===== src/core/rxd_pkg.sv =====
package rxd_pkg;
  localparam int BAR_W       = 8;
  localparam int BEATS_W     = 11;
  localparam int DEPTH_DFLT  = 16;
  localparam int DATA_W_DFLT = 64;
  localparam logic [15:0] DEV_CTRL_RST = 16'h0000;
  localparam logic [1:0]  SPL_SCALE_RST = 2'h0;
  localparam logic [7:0]  SPL_VALUE_RST = 8'h00;
  localparam int SPL_SCALE_LSB = 8;
  // capability payload codes 128/256/512/1024 bytes
  localparam logic [2:0] MPS_128  = 3'h0;
  localparam logic [2:0] MPS_256  = 3'h1;
  localparam logic [2:0] MPS_512  = 3'h2;
  localparam logic [2:0] MPS_1024 = 3'h3;

  typedef enum logic [4:0] {
    K_MEM     = 5'h00,
    K_IO      = 5'h01,
    K_ATOMIC  = 5'h02,
    K_MEM_LK  = 5'h03,
    K_CFG0    = 5'h04,
    K_CFG1    = 5'h05,
    K_CPL     = 5'h06,
    K_SSPL    = 5'h07,
    K_PME     = 5'h08,
    K_TO_ACK  = 5'h09,
    K_ASNAK   = 5'h0A,
    K_TURNOFF = 5'h0B,
    K_UNLOCK  = 5'h0C,
    K_INTX    = 5'h0D,
    K_ERRMSG  = 5'h0E,
    K_VDM     = 5'h0F,
    K_HOTPLUG = 5'h10
  } rxd_kind_e;

  typedef enum logic [2:0] {
    D_PRESENT = 3'h0,
    D_CONSUME = 3'h1,
    D_UR      = 3'h2,
    D_UC      = 3'h3,
    D_FATAL   = 3'h4,
    D_DROP    = 3'h5,
    D_IGNORE  = 3'h6
  } rxd_disp_e;

  typedef enum logic [2:0] {
    O_IDLE = 3'b001,
    O_PKT  = 3'b010,
    O_PAD  = 3'b100
  } rxd_ostate_e;
endpackage : rxd_pkg


===== src/core/rxd_fifo.sv =====
`timescale 1ns/100ps
`default_nettype none
module rxd_fifo #(
  parameter int W     = 8,
  parameter int DEPTH = 16
) (
  input  wire logic         i_sys_clk,
  input  wire logic         i_sys_rst,
  input  wire logic         i_clk_en,
  input  wire logic         i_flush,
  input  wire logic         i_valid,
  output logic              o_ready,
  input  wire logic [W-1:0] i_data,
  output logic              o_valid,
  input  wire logic         i_ready,
  output logic [W-1:0]      o_data
);
  localparam int AW = $clog2(DEPTH);
  logic [W-1:0]  mem_q [DEPTH];
  logic [W-1:0]  mem_d [DEPTH];
  logic [AW-1:0] wr_q, wr_d, rd_q, rd_d;
  logic [AW:0]   cnt_q, cnt_d;
  logic          push, pop;

  assign o_ready = (cnt_q != (AW+1)'(DEPTH));
  assign o_valid = (cnt_q != '0);
  assign o_data  = mem_q[rd_q];
  assign push    = i_valid & o_ready;
  assign pop     = o_valid & i_ready;

  always_comb begin
    mem_d = mem_q;
    wr_d  = wr_q;
    rd_d  = rd_q;
    cnt_d = cnt_q;
    if (push) begin
      mem_d[wr_q] = i_data;
      wr_d = (wr_q == AW'(DEPTH-1)) ? '0 : wr_q + 1'b1;
    end
    if (pop) begin
      rd_d = (rd_q == AW'(DEPTH-1)) ? '0 : rd_q + 1'b1;
    end
    cnt_d = cnt_q + (AW+1)'(push) - (AW+1)'(pop);
    if (i_flush) begin
      wr_d  = '0;
      rd_d  = '0;
      cnt_d = '0;
    end
  end

  always_ff @(posedge i_sys_clk) begin
    if (i_sys_rst) begin
      wr_q  <= '0;
      rd_q  <= '0;
      cnt_q <= '0;
      for (int i = 0; i < DEPTH; i++) begin
        mem_q[i] <= '0;
      end
    end else if (i_clk_en) begin
      wr_q  <= wr_d;
      rd_q  <= rd_d;
      cnt_q <= cnt_d;
      mem_q <= mem_d;
    end
  end
endmodule : rxd_fifo
`default_nettype wire


===== src/core/rxd_top.sv =====
// Contract
// RQ1: on a straddled beat the hit vector describes the packet starting there.
// RQ2: memory and I/O hit vector holds steady for the whole packet from start.
// RQ3: one hit bit for a 32-bit aperture, two adjacent for 64-bit.
// RQ4: hit vector means nothing for other packet kinds; user must ignore it.
// RQ5: link loss acts as hot reset; buffered packets are lost.
// RQ6: a packet mid-delivery at link loss is still completed to full length; one that began on a straddled beat behind an unforwarded packet is not.
// RQ7: user discards a packet that was in flight at link loss.
// RQ8: user reports errors in delivered packets that the block does not check.
// RQ9: endpoint answers memory/atomic/IO with UR on miss or outside D0.
// RQ10: endpoint drops aperture misses and raises UR itself.
// RQ11: endpoint consumes internal type 0 config; user-space config is delivered.
// RQ12: endpoint URs type 1 config; bad completions flagged Unexpected Completion.
// RQ13: endpoint absorbs slot power message and captures scale and value.
// RQ14: endpoint absorbs ASPM NAK and turn-off; URs PME and turn-off ack.
// RQ15: unlock ignored by non-legacy endpoint, delivered by legacy endpoint.
// RQ16: endpoint: INTx fatal, error messages UR, vendor messages delivered.
// RQ17: hot plug messages silently discarded in both roles.
// RQ18: delivered messages also indicated; root port streams them only if enabled.
// RQ19: root port has no aperture filter; UR only outside D0.
// RQ20: atomic packets are classed as non-posted memory transactions.
// RQ21: user builds and sends its own atomic requests.
// RQ22: user builds completions for atomics it receives.
// RQ23: advertised payload 128..1024 bytes; 1024 barred on x8 5.0G 128-bit.
// RQ24: host programs payload no larger than advertised capability.
// RQ25: device control contents driven continuously on a 16-bit output.
`timescale 1ns/100ps
`default_nettype none
module rxd_top #(
  parameter int         DATA_W      = rxd_pkg::DATA_W_DFLT,
  parameter int         DEPTH       = rxd_pkg::DEPTH_DFLT,
  parameter bit         ROOT_PORT   = 1'b0,
  parameter bit         LEGACY_EP   = 1'b0,
  parameter bit         RP_MSG_FWD  = 1'b0,
  parameter logic [2:0] MPS_CAP     = rxd_pkg::MPS_256,
  parameter bit         X8_G2_128   = 1'b0
) (
  input  wire logic                       i_sys_clk,
  input  wire logic                       i_sys_rst,
  input  wire logic                       i_clk_en,
  input  wire logic                       i_link_up,
  input  wire logic                       i_is_d0,
  input  wire logic                       i_rx_valid,
  output logic                            o_rx_ready,
  input  wire logic [DATA_W-1:0]          i_rx_data,
  input  wire logic                       i_start_of_packet_flag,
  input  wire logic                       i_rx_eof,
  input  wire logic                       i_rx_straddle,
  input  wire rxd_pkg::rxd_kind_e         i_tlp_kind,
  input  wire logic [rxd_pkg::BEATS_W-1:0] i_tlp_dw,
  input  wire logic                       i_bar_miss,
  input  wire logic [2:0]                 i_bar_idx,
  input  wire logic                       i_bar_is64,
  input  wire logic                       i_rid_match,
  input  wire logic                       i_cfg_internal,
  input  wire logic [9:0]                 i_msg_payload,
  input  wire logic [15:0]                i_dev_ctrl,
  output logic                            o_rx_valid,
  input  wire logic                       i_rx_user_ready,
  output logic [DATA_W-1:0]               o_rx_data,
  output logic                            o_start_of_packet_flag,
  output logic                            o_rx_eof,
  output logic [rxd_pkg::BAR_W-1:0]       o_bar_hit,
  output logic                            o_rx_nonposted,
  output logic                            o_rx_discontinue,
  output logic                            o_ur,
  output logic                            o_uc,
  output logic                            o_fatal,
  output logic                            o_cfg_consumed,
  output logic                            o_pm_asnak,
  output logic                            o_pm_turn_off,
  output logic                            o_msg_valid,
  output rxd_pkg::rxd_kind_e              o_msg_kind,
  output logic [1:0]                      o_slot_pwr_scale,
  output logic [7:0]                      o_slot_pwr_value,
  output logic [15:0]                     o_dev_ctrl,
  output logic [2:0]                      o_max_payload_cap
);
  import rxd_pkg::*;

  localparam int DWB = DATA_W / 32;
  localparam int FW  = DATA_W + 3 + BAR_W + BEATS_W;

  rxd_disp_e            disp;
  logic                 is_msg, stream_it, fwd_beat, sof_take;
  logic [BAR_W-1:0]     hit_vec;
  logic [BEATS_W-1:0]   beats;
  logic                 cur_fwd_q, cur_fwd_d;
  logic                 ur_q, ur_d, uc_q, uc_d, fat_q, fat_d;
  logic                 cfg_q, cfg_d, nak_q, nak_d, off_q, off_d;
  logic                 msg_q, msg_d;
  rxd_kind_e            mkind_q, mkind_d;
  logic [1:0]           spl_s_q, spl_s_d;
  logic [7:0]           spl_v_q, spl_v_d;
  logic [15:0]          dctl_q, dctl_d;
  logic [FW-1:0]        f_in, f_out;
  logic                 f_in_rdy, f_out_vld, f_pop;
  rxd_ostate_e          ost_q, ost_d;
  logic [BEATS_W-1:0]   rem_q, rem_d;

  // RQ3 aperture hit bits
  assign hit_vec = i_bar_is64 ? BAR_W'(8'h03 << i_bar_idx) : BAR_W'(8'h01 << i_bar_idx);
  assign beats   = BEATS_W'((i_tlp_dw + BEATS_W'(DWB - 1)) / BEATS_W'(DWB));

  always_comb begin
    disp   = D_PRESENT;
    is_msg = 1'b0;
    unique case (i_tlp_kind)
      // RQ9 RQ10 RQ19 aperture and power filter
      K_MEM, K_IO, K_ATOMIC: begin
        if (ROOT_PORT) disp = i_is_d0 ? D_PRESENT : D_UR;
        else disp = (i_bar_miss || !i_is_d0) ? D_UR : D_PRESENT;
      end
      K_MEM_LK: begin
        if (ROOT_PORT) disp = D_PRESENT;
        else if (!LEGACY_EP || i_bar_miss || !i_is_d0) disp = D_UR;
        else disp = D_PRESENT;
      end
      // RQ11 internal config consumed
      K_CFG0:  disp = ROOT_PORT ? D_UR : (i_cfg_internal ? D_CONSUME : D_PRESENT);
      // RQ12 type 1 config and completions
      K_CFG1:  disp = D_UR;
      K_CPL:   disp = (!ROOT_PORT && (!i_rid_match || !i_is_d0)) ? D_UC : D_PRESENT;
      // RQ13 slot power absorbed
      K_SSPL:  disp = ROOT_PORT ? D_UR : D_CONSUME;
      // RQ14 power management messages
      K_PME, K_TO_ACK: begin
        disp   = ROOT_PORT ? D_PRESENT : D_UR;
        is_msg = ROOT_PORT;
      end
      K_ASNAK:   disp = ROOT_PORT ? D_UR : D_CONSUME;
      K_TURNOFF: disp = ROOT_PORT ? D_FATAL : D_CONSUME;
      // RQ15 unlock by legacy setting
      K_UNLOCK: begin
        disp   = ROOT_PORT ? D_FATAL : (LEGACY_EP ? D_PRESENT : D_IGNORE);
        is_msg = !ROOT_PORT && LEGACY_EP;
      end
      // RQ16 interrupt, error and vendor messages
      K_INTX: begin
        disp   = ROOT_PORT ? D_PRESENT : D_FATAL;
        is_msg = ROOT_PORT;
      end
      K_ERRMSG: begin
        disp   = ROOT_PORT ? D_PRESENT : D_UR;
        is_msg = ROOT_PORT;
      end
      K_VDM: begin
        disp   = D_PRESENT;
        is_msg = 1'b1;
      end
      // RQ17 hot plug dropped silently
      K_HOTPLUG: disp = D_DROP;
      default:   disp = D_DROP;
    endcase
  end

  // RQ18 root port streams messages only when enabled
  assign stream_it = (disp == D_PRESENT) && !(ROOT_PORT && is_msg && !RP_MSG_FWD);
  assign sof_take  = i_rx_valid && i_start_of_packet_flag && i_link_up;
  // a straddled beat still carries the tail of a forwarded packet
  assign fwd_beat  = i_link_up && (i_start_of_packet_flag ?
                     (stream_it || (i_rx_straddle && cur_fwd_q)) : cur_fwd_q);
  // RQ5 beats are swallowed while the link is down
  assign o_rx_ready = i_clk_en && (!fwd_beat || f_in_rdy);

  // RQ1 RQ2 hit and class from the start beat decode, held by upstream
  // RQ4 zero hit for non memory or I/O kinds
  // RQ20 atomics travel as non-posted
  assign f_in = {i_rx_data, i_start_of_packet_flag && stream_it, i_rx_eof,
                 (i_tlp_kind == K_MEM || i_tlp_kind == K_IO || i_tlp_kind == K_ATOMIC ||
                  i_tlp_kind == K_MEM_LK || i_tlp_kind == K_CFG0 || i_tlp_kind == K_CFG1),
                 (i_tlp_kind == K_MEM || i_tlp_kind == K_IO || i_tlp_kind == K_ATOMIC ||
                  i_tlp_kind == K_MEM_LK) ? hit_vec : BAR_W'(0),
                 beats};

  always_comb begin
    cur_fwd_d = cur_fwd_q;
    ur_d      = 1'b0;
    uc_d      = 1'b0;
    fat_d     = 1'b0;
    cfg_d     = 1'b0;
    nak_d     = 1'b0;
    off_d     = 1'b0;
    msg_d     = 1'b0;
    mkind_d   = mkind_q;
    spl_s_d   = spl_s_q;
    spl_v_d   = spl_v_q;
    dctl_d    = i_dev_ctrl;
    if (i_rx_valid && o_rx_ready) begin
      if (i_start_of_packet_flag) cur_fwd_d = stream_it;
      else if (i_rx_eof) cur_fwd_d = 1'b0;
      if (i_rx_eof && !i_start_of_packet_flag) cur_fwd_d = 1'b0;
    end
    if (sof_take && o_rx_ready) begin
      ur_d  = (disp == D_UR);
      uc_d  = (disp == D_UC);
      fat_d = (disp == D_FATAL);
      cfg_d = (i_tlp_kind == K_CFG0) && (disp == D_CONSUME);
      nak_d = (i_tlp_kind == K_ASNAK) && (disp == D_CONSUME);
      off_d = (i_tlp_kind == K_TURNOFF) && (disp == D_CONSUME);
      msg_d = is_msg && (disp == D_PRESENT);
      if (is_msg && disp == D_PRESENT) mkind_d = i_tlp_kind;
      // RQ13 capture scale and value
      if (i_tlp_kind == K_SSPL && disp == D_CONSUME) begin
        spl_s_d = i_msg_payload[SPL_SCALE_LSB+1:SPL_SCALE_LSB];
        spl_v_d = i_msg_payload[SPL_SCALE_LSB-1:0];
      end
    end
    // RQ5 link loss forgets the packet in progress
    if (!i_link_up) cur_fwd_d = 1'b0;
  end

  rxd_fifo #(
    .W     (FW),
    .DEPTH (DEPTH)
  ) u_fifo (
    .i_sys_clk (i_sys_clk),
    .i_sys_rst (i_sys_rst),
    .i_clk_en  (i_clk_en),
    .i_flush   (!i_link_up),
    .i_valid   (i_rx_valid && fwd_beat),
    .o_ready   (f_in_rdy),
    .i_data    (f_in),
    .o_valid   (f_out_vld),
    .i_ready   (f_pop),
    .o_data    (f_out)
  );

  assign f_pop = (ost_q != O_PAD) && i_rx_user_ready && i_link_up;

  always_comb begin
    ost_d = ost_q;
    rem_d = rem_q;
    unique case (ost_q)
      O_IDLE: begin
        if (f_pop && f_out_vld && f_out[FW-DATA_W-1]) begin
          rem_d = f_out[BEATS_W-1:0] - 1'b1;
          ost_d = f_out[FW-DATA_W-2] ? O_IDLE : O_PKT;
        end
      end
      O_PKT: begin
        // RQ6 pad out the packet when the link drops mid-transfer
        if (!i_link_up) begin
          ost_d = O_PAD;
        end else if (f_pop && f_out_vld) begin
          rem_d = rem_q - 1'b1;
          if (f_out[FW-DATA_W-1]) rem_d = f_out[BEATS_W-1:0] - 1'b1;
          if (f_out[FW-DATA_W-2] && !f_out[FW-DATA_W-1]) ost_d = O_IDLE;
        end
      end
      O_PAD: begin
        if (i_rx_user_ready) begin
          rem_d = rem_q - 1'b1;
          if (rem_q == BEATS_W'(1)) ost_d = O_IDLE;
        end
      end
    endcase
    if (ost_q != O_PAD && ost_d == O_PAD && rem_q == '0) ost_d = O_IDLE;
  end

  // no handshake while frozen, or a beat would be lost or doubled
  assign o_rx_valid = i_clk_en && ((ost_q == O_PAD) || (f_out_vld && i_link_up));
  assign o_rx_data  = (ost_q == O_PAD) ? DATA_W'(0) : f_out[FW-1 -: DATA_W];
  assign o_start_of_packet_flag = (ost_q != O_PAD) && f_out_vld && f_out[FW-DATA_W-1];
  assign o_rx_eof   = (ost_q == O_PAD) ? (rem_q == BEATS_W'(1)) : (f_out_vld && f_out[FW-DATA_W-2]);
  assign o_rx_nonposted = (ost_q != O_PAD) && f_out_vld && f_out[FW-DATA_W-3];
  assign o_bar_hit  = (ost_q == O_PAD) ? BAR_W'(0) : f_out[BEATS_W +: BAR_W];
  // RQ7 user told the padded packet is corrupt
  assign o_rx_discontinue = (ost_q == O_PAD);

  assign o_ur             = ur_q;
  assign o_uc             = uc_q;
  assign o_fatal          = fat_q;
  assign o_cfg_consumed   = cfg_q;
  assign o_pm_asnak       = nak_q;
  assign o_pm_turn_off    = off_q;
  assign o_msg_valid      = msg_q;
  assign o_msg_kind       = mkind_q;
  assign o_slot_pwr_scale = spl_s_q;
  assign o_slot_pwr_value = spl_v_q;
  // RQ25 device control mirrored
  assign o_dev_ctrl       = dctl_q;
  // RQ23 1024 bytes not offered on the wide x8 variant
  assign o_max_payload_cap = (X8_G2_128 && MPS_CAP == MPS_1024) ? MPS_512 : MPS_CAP;

  always_ff @(posedge i_sys_clk) begin
    if (i_sys_rst) begin
      cur_fwd_q <= 1'b0;
      ur_q      <= 1'b0;
      uc_q      <= 1'b0;
      fat_q     <= 1'b0;
      cfg_q     <= 1'b0;
      nak_q     <= 1'b0;
      off_q     <= 1'b0;
      msg_q     <= 1'b0;
      mkind_q   <= K_MEM;
      spl_s_q   <= SPL_SCALE_RST;
      spl_v_q   <= SPL_VALUE_RST;
      dctl_q    <= DEV_CTRL_RST;
      ost_q     <= O_IDLE;
      rem_q     <= '0;
    end else if (i_clk_en) begin
      cur_fwd_q <= cur_fwd_d;
      ur_q      <= ur_d;
      uc_q      <= uc_d;
      fat_q     <= fat_d;
      cfg_q     <= cfg_d;
      nak_q     <= nak_d;
      off_q     <= off_d;
      msg_q     <= msg_d;
      mkind_q   <= mkind_d;
      spl_s_q   <= spl_s_d;
      spl_v_q   <= spl_v_d;
      dctl_q    <= dctl_d;
      ost_q     <= ost_d;
      rem_q     <= rem_d;
    end
  end
endmodule : rxd_top
`default_nettype wire


===== config.mk =====
export PLATFORM = sky130hd
export DESIGN_NAME = rxd_top
export DESIGN_NICKNAME = d
export VERILOG_FILES = /design/src/core/rxd_pkg.sv /design/src/core/rxd_fifo.sv /design/src/core/rxd_top.sv
export SDC_FILE = /design/constraint.sdc
export NUM_CORES = 2
export LEC_CHECK = 0
export BUFFER_PORTS_ARGS = -buffer_cell sky130_fd_sc_hd__buf_2
export CORE_ASPECT_RATIO = 0.7
export CORE_UTILIZATION = 65
export DETAILED_ROUTE_END_ITERATION = 12
export HOLD_SLACK_MARGIN = 0.08
export PLACE_DENSITY = 0.92
export SLEW_MARGIN = 0
export SYNTH_ARGS = -nofsm -noshare
export SYNTH_HDL_FRONTEND = slang
export SYNTH_SLANG_ARGS = --single-unit
export TNS_END_PERCENT = 30

===== constraint.sdc =====
create_clock -name i_sys_clk -period 8.66 [get_ports i_sys_clk]
set_input_delay 2.598 -clock i_sys_clk [delete_from_list [all_inputs] [get_ports i_sys_clk]]
set_output_delay 2.598 -clock i_sys_clk [all_outputs]
set_load 0.05 [all_outputs]

==> impl_metrics.toml <==
[yosys]
synthCells = 7097
synth_commonest_cells = "nand2_1 (2468), dfxtp_1 (1426), a21oi_1 (1084), clkbuf_1 (504), mux4_2 (410)"
synthesis.area_sq_mm = 0.0616
yosysMostFrequentCell = "nand2_1"
synth.distinct_cells = 70
synth_top_area_cell = "dfxtp_1"
yosysSeqAreaShare_pct = 46.3
synth.avg_cell_area_sq_um = 8.68
ys_warn_count = 0
synthFlopType = "dfxtp_1"
netlist.area_leader.share_pct = 46.3
synth_seq_cells = 1426
async_reset_ff_share_pct = 0
yosys-top-cells-area = "dfxtp_1 (46%), nand2_1 (15%), mux4_2 (15%)"
synth_enable_flop_cells = 0

[clock_network]
cts_setup_buffers = 0
cts_tree = "built"
cts_buffers = 131
cts_hold_buf = 0
path_clk_slew_ns = 0.06
root_buffer = "clkbuf_16"
htreeDepth = 4
clk_latency_ns = 0.75
clock_sinks = 1426
clock_path_buffers = 3
cts_resized = 0

[setup_path]
timing.critical_path.to = "o_rx_ready"
reg2reg_to = "u_fifo.cnt_q[4]"
max_stage_delay_ns = 0.40
critPathRequiredTime_ns = 6.06
arrival_ns = 4.64
path_common_cell = "buf_2"
r2r_slack_ns = 3.87
critPathLaunchType = "input port"
worstRegToRegCells = 19
end_kind = "output pin"
reg2reg_from = "ost_q[0]"
worstSetupPathType = "input port to output pin"
startpoint = "i_tlp_kind[1]"
crit_fanout = 23
slowest_stage = "a2111o_1"
path_cells = "buf_2 -> a21bo_4 -> a2111o_1 -> a31oi_1 -> o31ai_2 -> buf_4 -> a21oi_1 -> buf_2"

[route]
wl_per_cell_microns = 24.1
drt_iter0_drc = 10900
drt_first_pass_iters = 10
vias_per_cell = 6.87
drc_errors = 0
ant_nets = 0
wl_microns = 197000
vias = 56200

[global_routing]
overflow = 0
grt_pass1_vias = 54800
grt_pass1_wl_microns = 300000
grt_max_degree = 242
antenna_found_initial = 21
grt_usage_pct = 39.8

[timing]
fin_skew_ns = 0.0273
max_slew.worst_pin.slew_ns = 1.39
maxSlewHeadroom_pct = 7.22
hold_viol_final = 0
final.setup.tns_ns = 0
max_freq_mhz = 138
period_share_pct = 83.6
setup_viol = 0
drv_slew = 0
grt_setup_unrepaired = "false"
layout_min_cycle_time_ns = 7.24

[placed_design]
gp_congestion = 0.851
place_hpwl_microns = 98800
port_buffers = 238

[power_and_ir_drop]
irDropWorstVdd_mv = 0.154
leakage_uw = 0.0217
p_total_uw = 13000
powerDensity_mw_per_mm2 = 195

[floorplanning]
io_pins = 242
die_h_microns = 260
die_area_sq_mm = 0.0960
initial_utilization_pct = 65.6
die-width_microns = 370
fp.coreArea_sq_mm = 0.0940
rows = 94

[run]
drv_cap = 0

[hold_path]
min_path_type = "register to register"

[cells_and_area]
nNetsFinal = 6959
multi_input_area_sq_mm = 0.0300
fill_cells = 5955
regArea_sq_mm = 0.0286
drive_gt1_share_pct = 15.0
areaGrowthSynthToFinish_pct = 8.15

[run_status]
outcome = "complete, no violations"
-- critical path, delay by kind of cell --
family | cells | cell delay, ns
buffers and inverters | 3 | 0.70
AOI/OAI and AO/OA | 5 | 1.34
-- placed cells by master (no fill, tap or decap), drive strengths merged, types with 4 or more instances in the layout --
| master | instances |
|---|---|
| a21oi | 1084 |
| nor3b | 9 |
| clkbuf | 193 |
| or3 | 12 |
| a22o | 5 |
| a2111oi | 4 |
| diode | 22 |
| mux4 | 410 |
| a31oi | 5 |
| clkinv | 19 |
| nand3b | 5 |
| buf | 323 |
| nor4 | 26 |
| a211oi | 4 |
| nor2b | 9 |
| a32oi | 6 |
| ha | 16 |
| o21ai | 254 |
| nor3 | 14 |
| xor2 | 7 |
| nand2b | 9 |
| nor2 | 157 |
| and3 | 10 |
| nand3 | 94 |
| o31ai | 4 |
| and2 | 80 |
| nand2 | 2468 |
| bufinv | 6 |
| a21o | 7 |
| mux2i | 42 |
| dfxtp | 1426 |
| a22oi | 9 |
| a221oi | 9 |
| or4 | 6 |
| inv | 33 |
| nand4 | 23 |
| o21a | 5 |
| xnor2 | 6 |
| a31o | 72 |
-- state kept, by name, summed over array words and instances (netlist names), 4 cells and up --
signal / count
u_fifo.cnt_q: 5
o_slot_pwr_value: 8
rem_q: 11
u_fifo.mem_q: 1360
u_fifo.wr_q: 4
o_msg_kind: 5
o_dev_ctrl: 16
u_fifo.rd_q: 4
-- how the worst min path moves through the flow --
stage,startpoint,endpoint,cells past startpoint
2_1_floorplan,u_fifo.mem_q[4],u_fifo.mem_q[4],2
3_3_place_gp,u_fifo.mem_q[4],u_fifo.mem_q[4],2
3_5_place_dp,o_fatal,o_fatal,2
4_1_cts,u_fifo.mem_q[8],u_fifo.mem_q[8],2
5_1_grt,u_fifo.mem_q[228],u_fifo.mem_q[228],2
6_report,u_fifo.mem_q[8],u_fifo.mem_q[8],2
-- layout make-up --
type / count / share of cell area, %
diodes: 22 / 0.0826
clock buffers: 193 / 5.94
clock inverters: 28 / 0.466
inverters: 32 / 0.192
multi-input cells: 4905 / 45.0
flip-flops and latches: 1426 / 42.9
well taps: 1248 / 2.34
repair buffers: 323 / 3.15
-- metal layers --
metal  global-route usage (%)  wire, microns  share of wire (%)  up-vias
met5                        0             24              0.012        -
met4                     27.8          13600                6.9        4
met3                     11.2          29800                 15     1313
met2                     61.4          88700                 45     5304
met1                     48.4          65300                 33    26100
li1                         -              -                  -    23500
-- through the flow --
| step | area [sq um] | instances | util [%] | setup slack [ns] | hold WS (ns) |
|---|---|---|---|---|---|
| floorplan | 61600 | 7098 | - | 1.14 | 0.425 |
| global placement | 62300 | 7934 | 66.3 | 1.46 | 0.435 |
| detailed placement | 62300 | 7934 | 66.3 | 1.46 | 0.434 |
| CTS | 66600 | 8155 | 70.8 | 1.44 | 0.450 |
| global route | 66600 | 8172 | 70.9 | 1.35 | 0.467 |
| finish | 66600 | 8177 | 70.9 | 1.42 | 0.450 |
-- logic make-up after synthesis --
kind of cell    count (synthesis)  synth area share, %
compound gates               1489                 13.0
xor+xnor                       13                0.185
fa+ha+maj                      17                0.357
buf+inv                       767                 5.21
flops                        1426                 46.3
mux                           453                 15.7
other cells                     2               0.0122
simple gates                 2930                 19.2
-- report_power, final --
group | total, uW | switching (uW) | internal (uW)
Clock | 5910 | 2570 | 3340
Combinational | 500 | 367 | 132
Sequential | 6580 | 13.3 | 6560
Power figures use the tool's default switching activity.
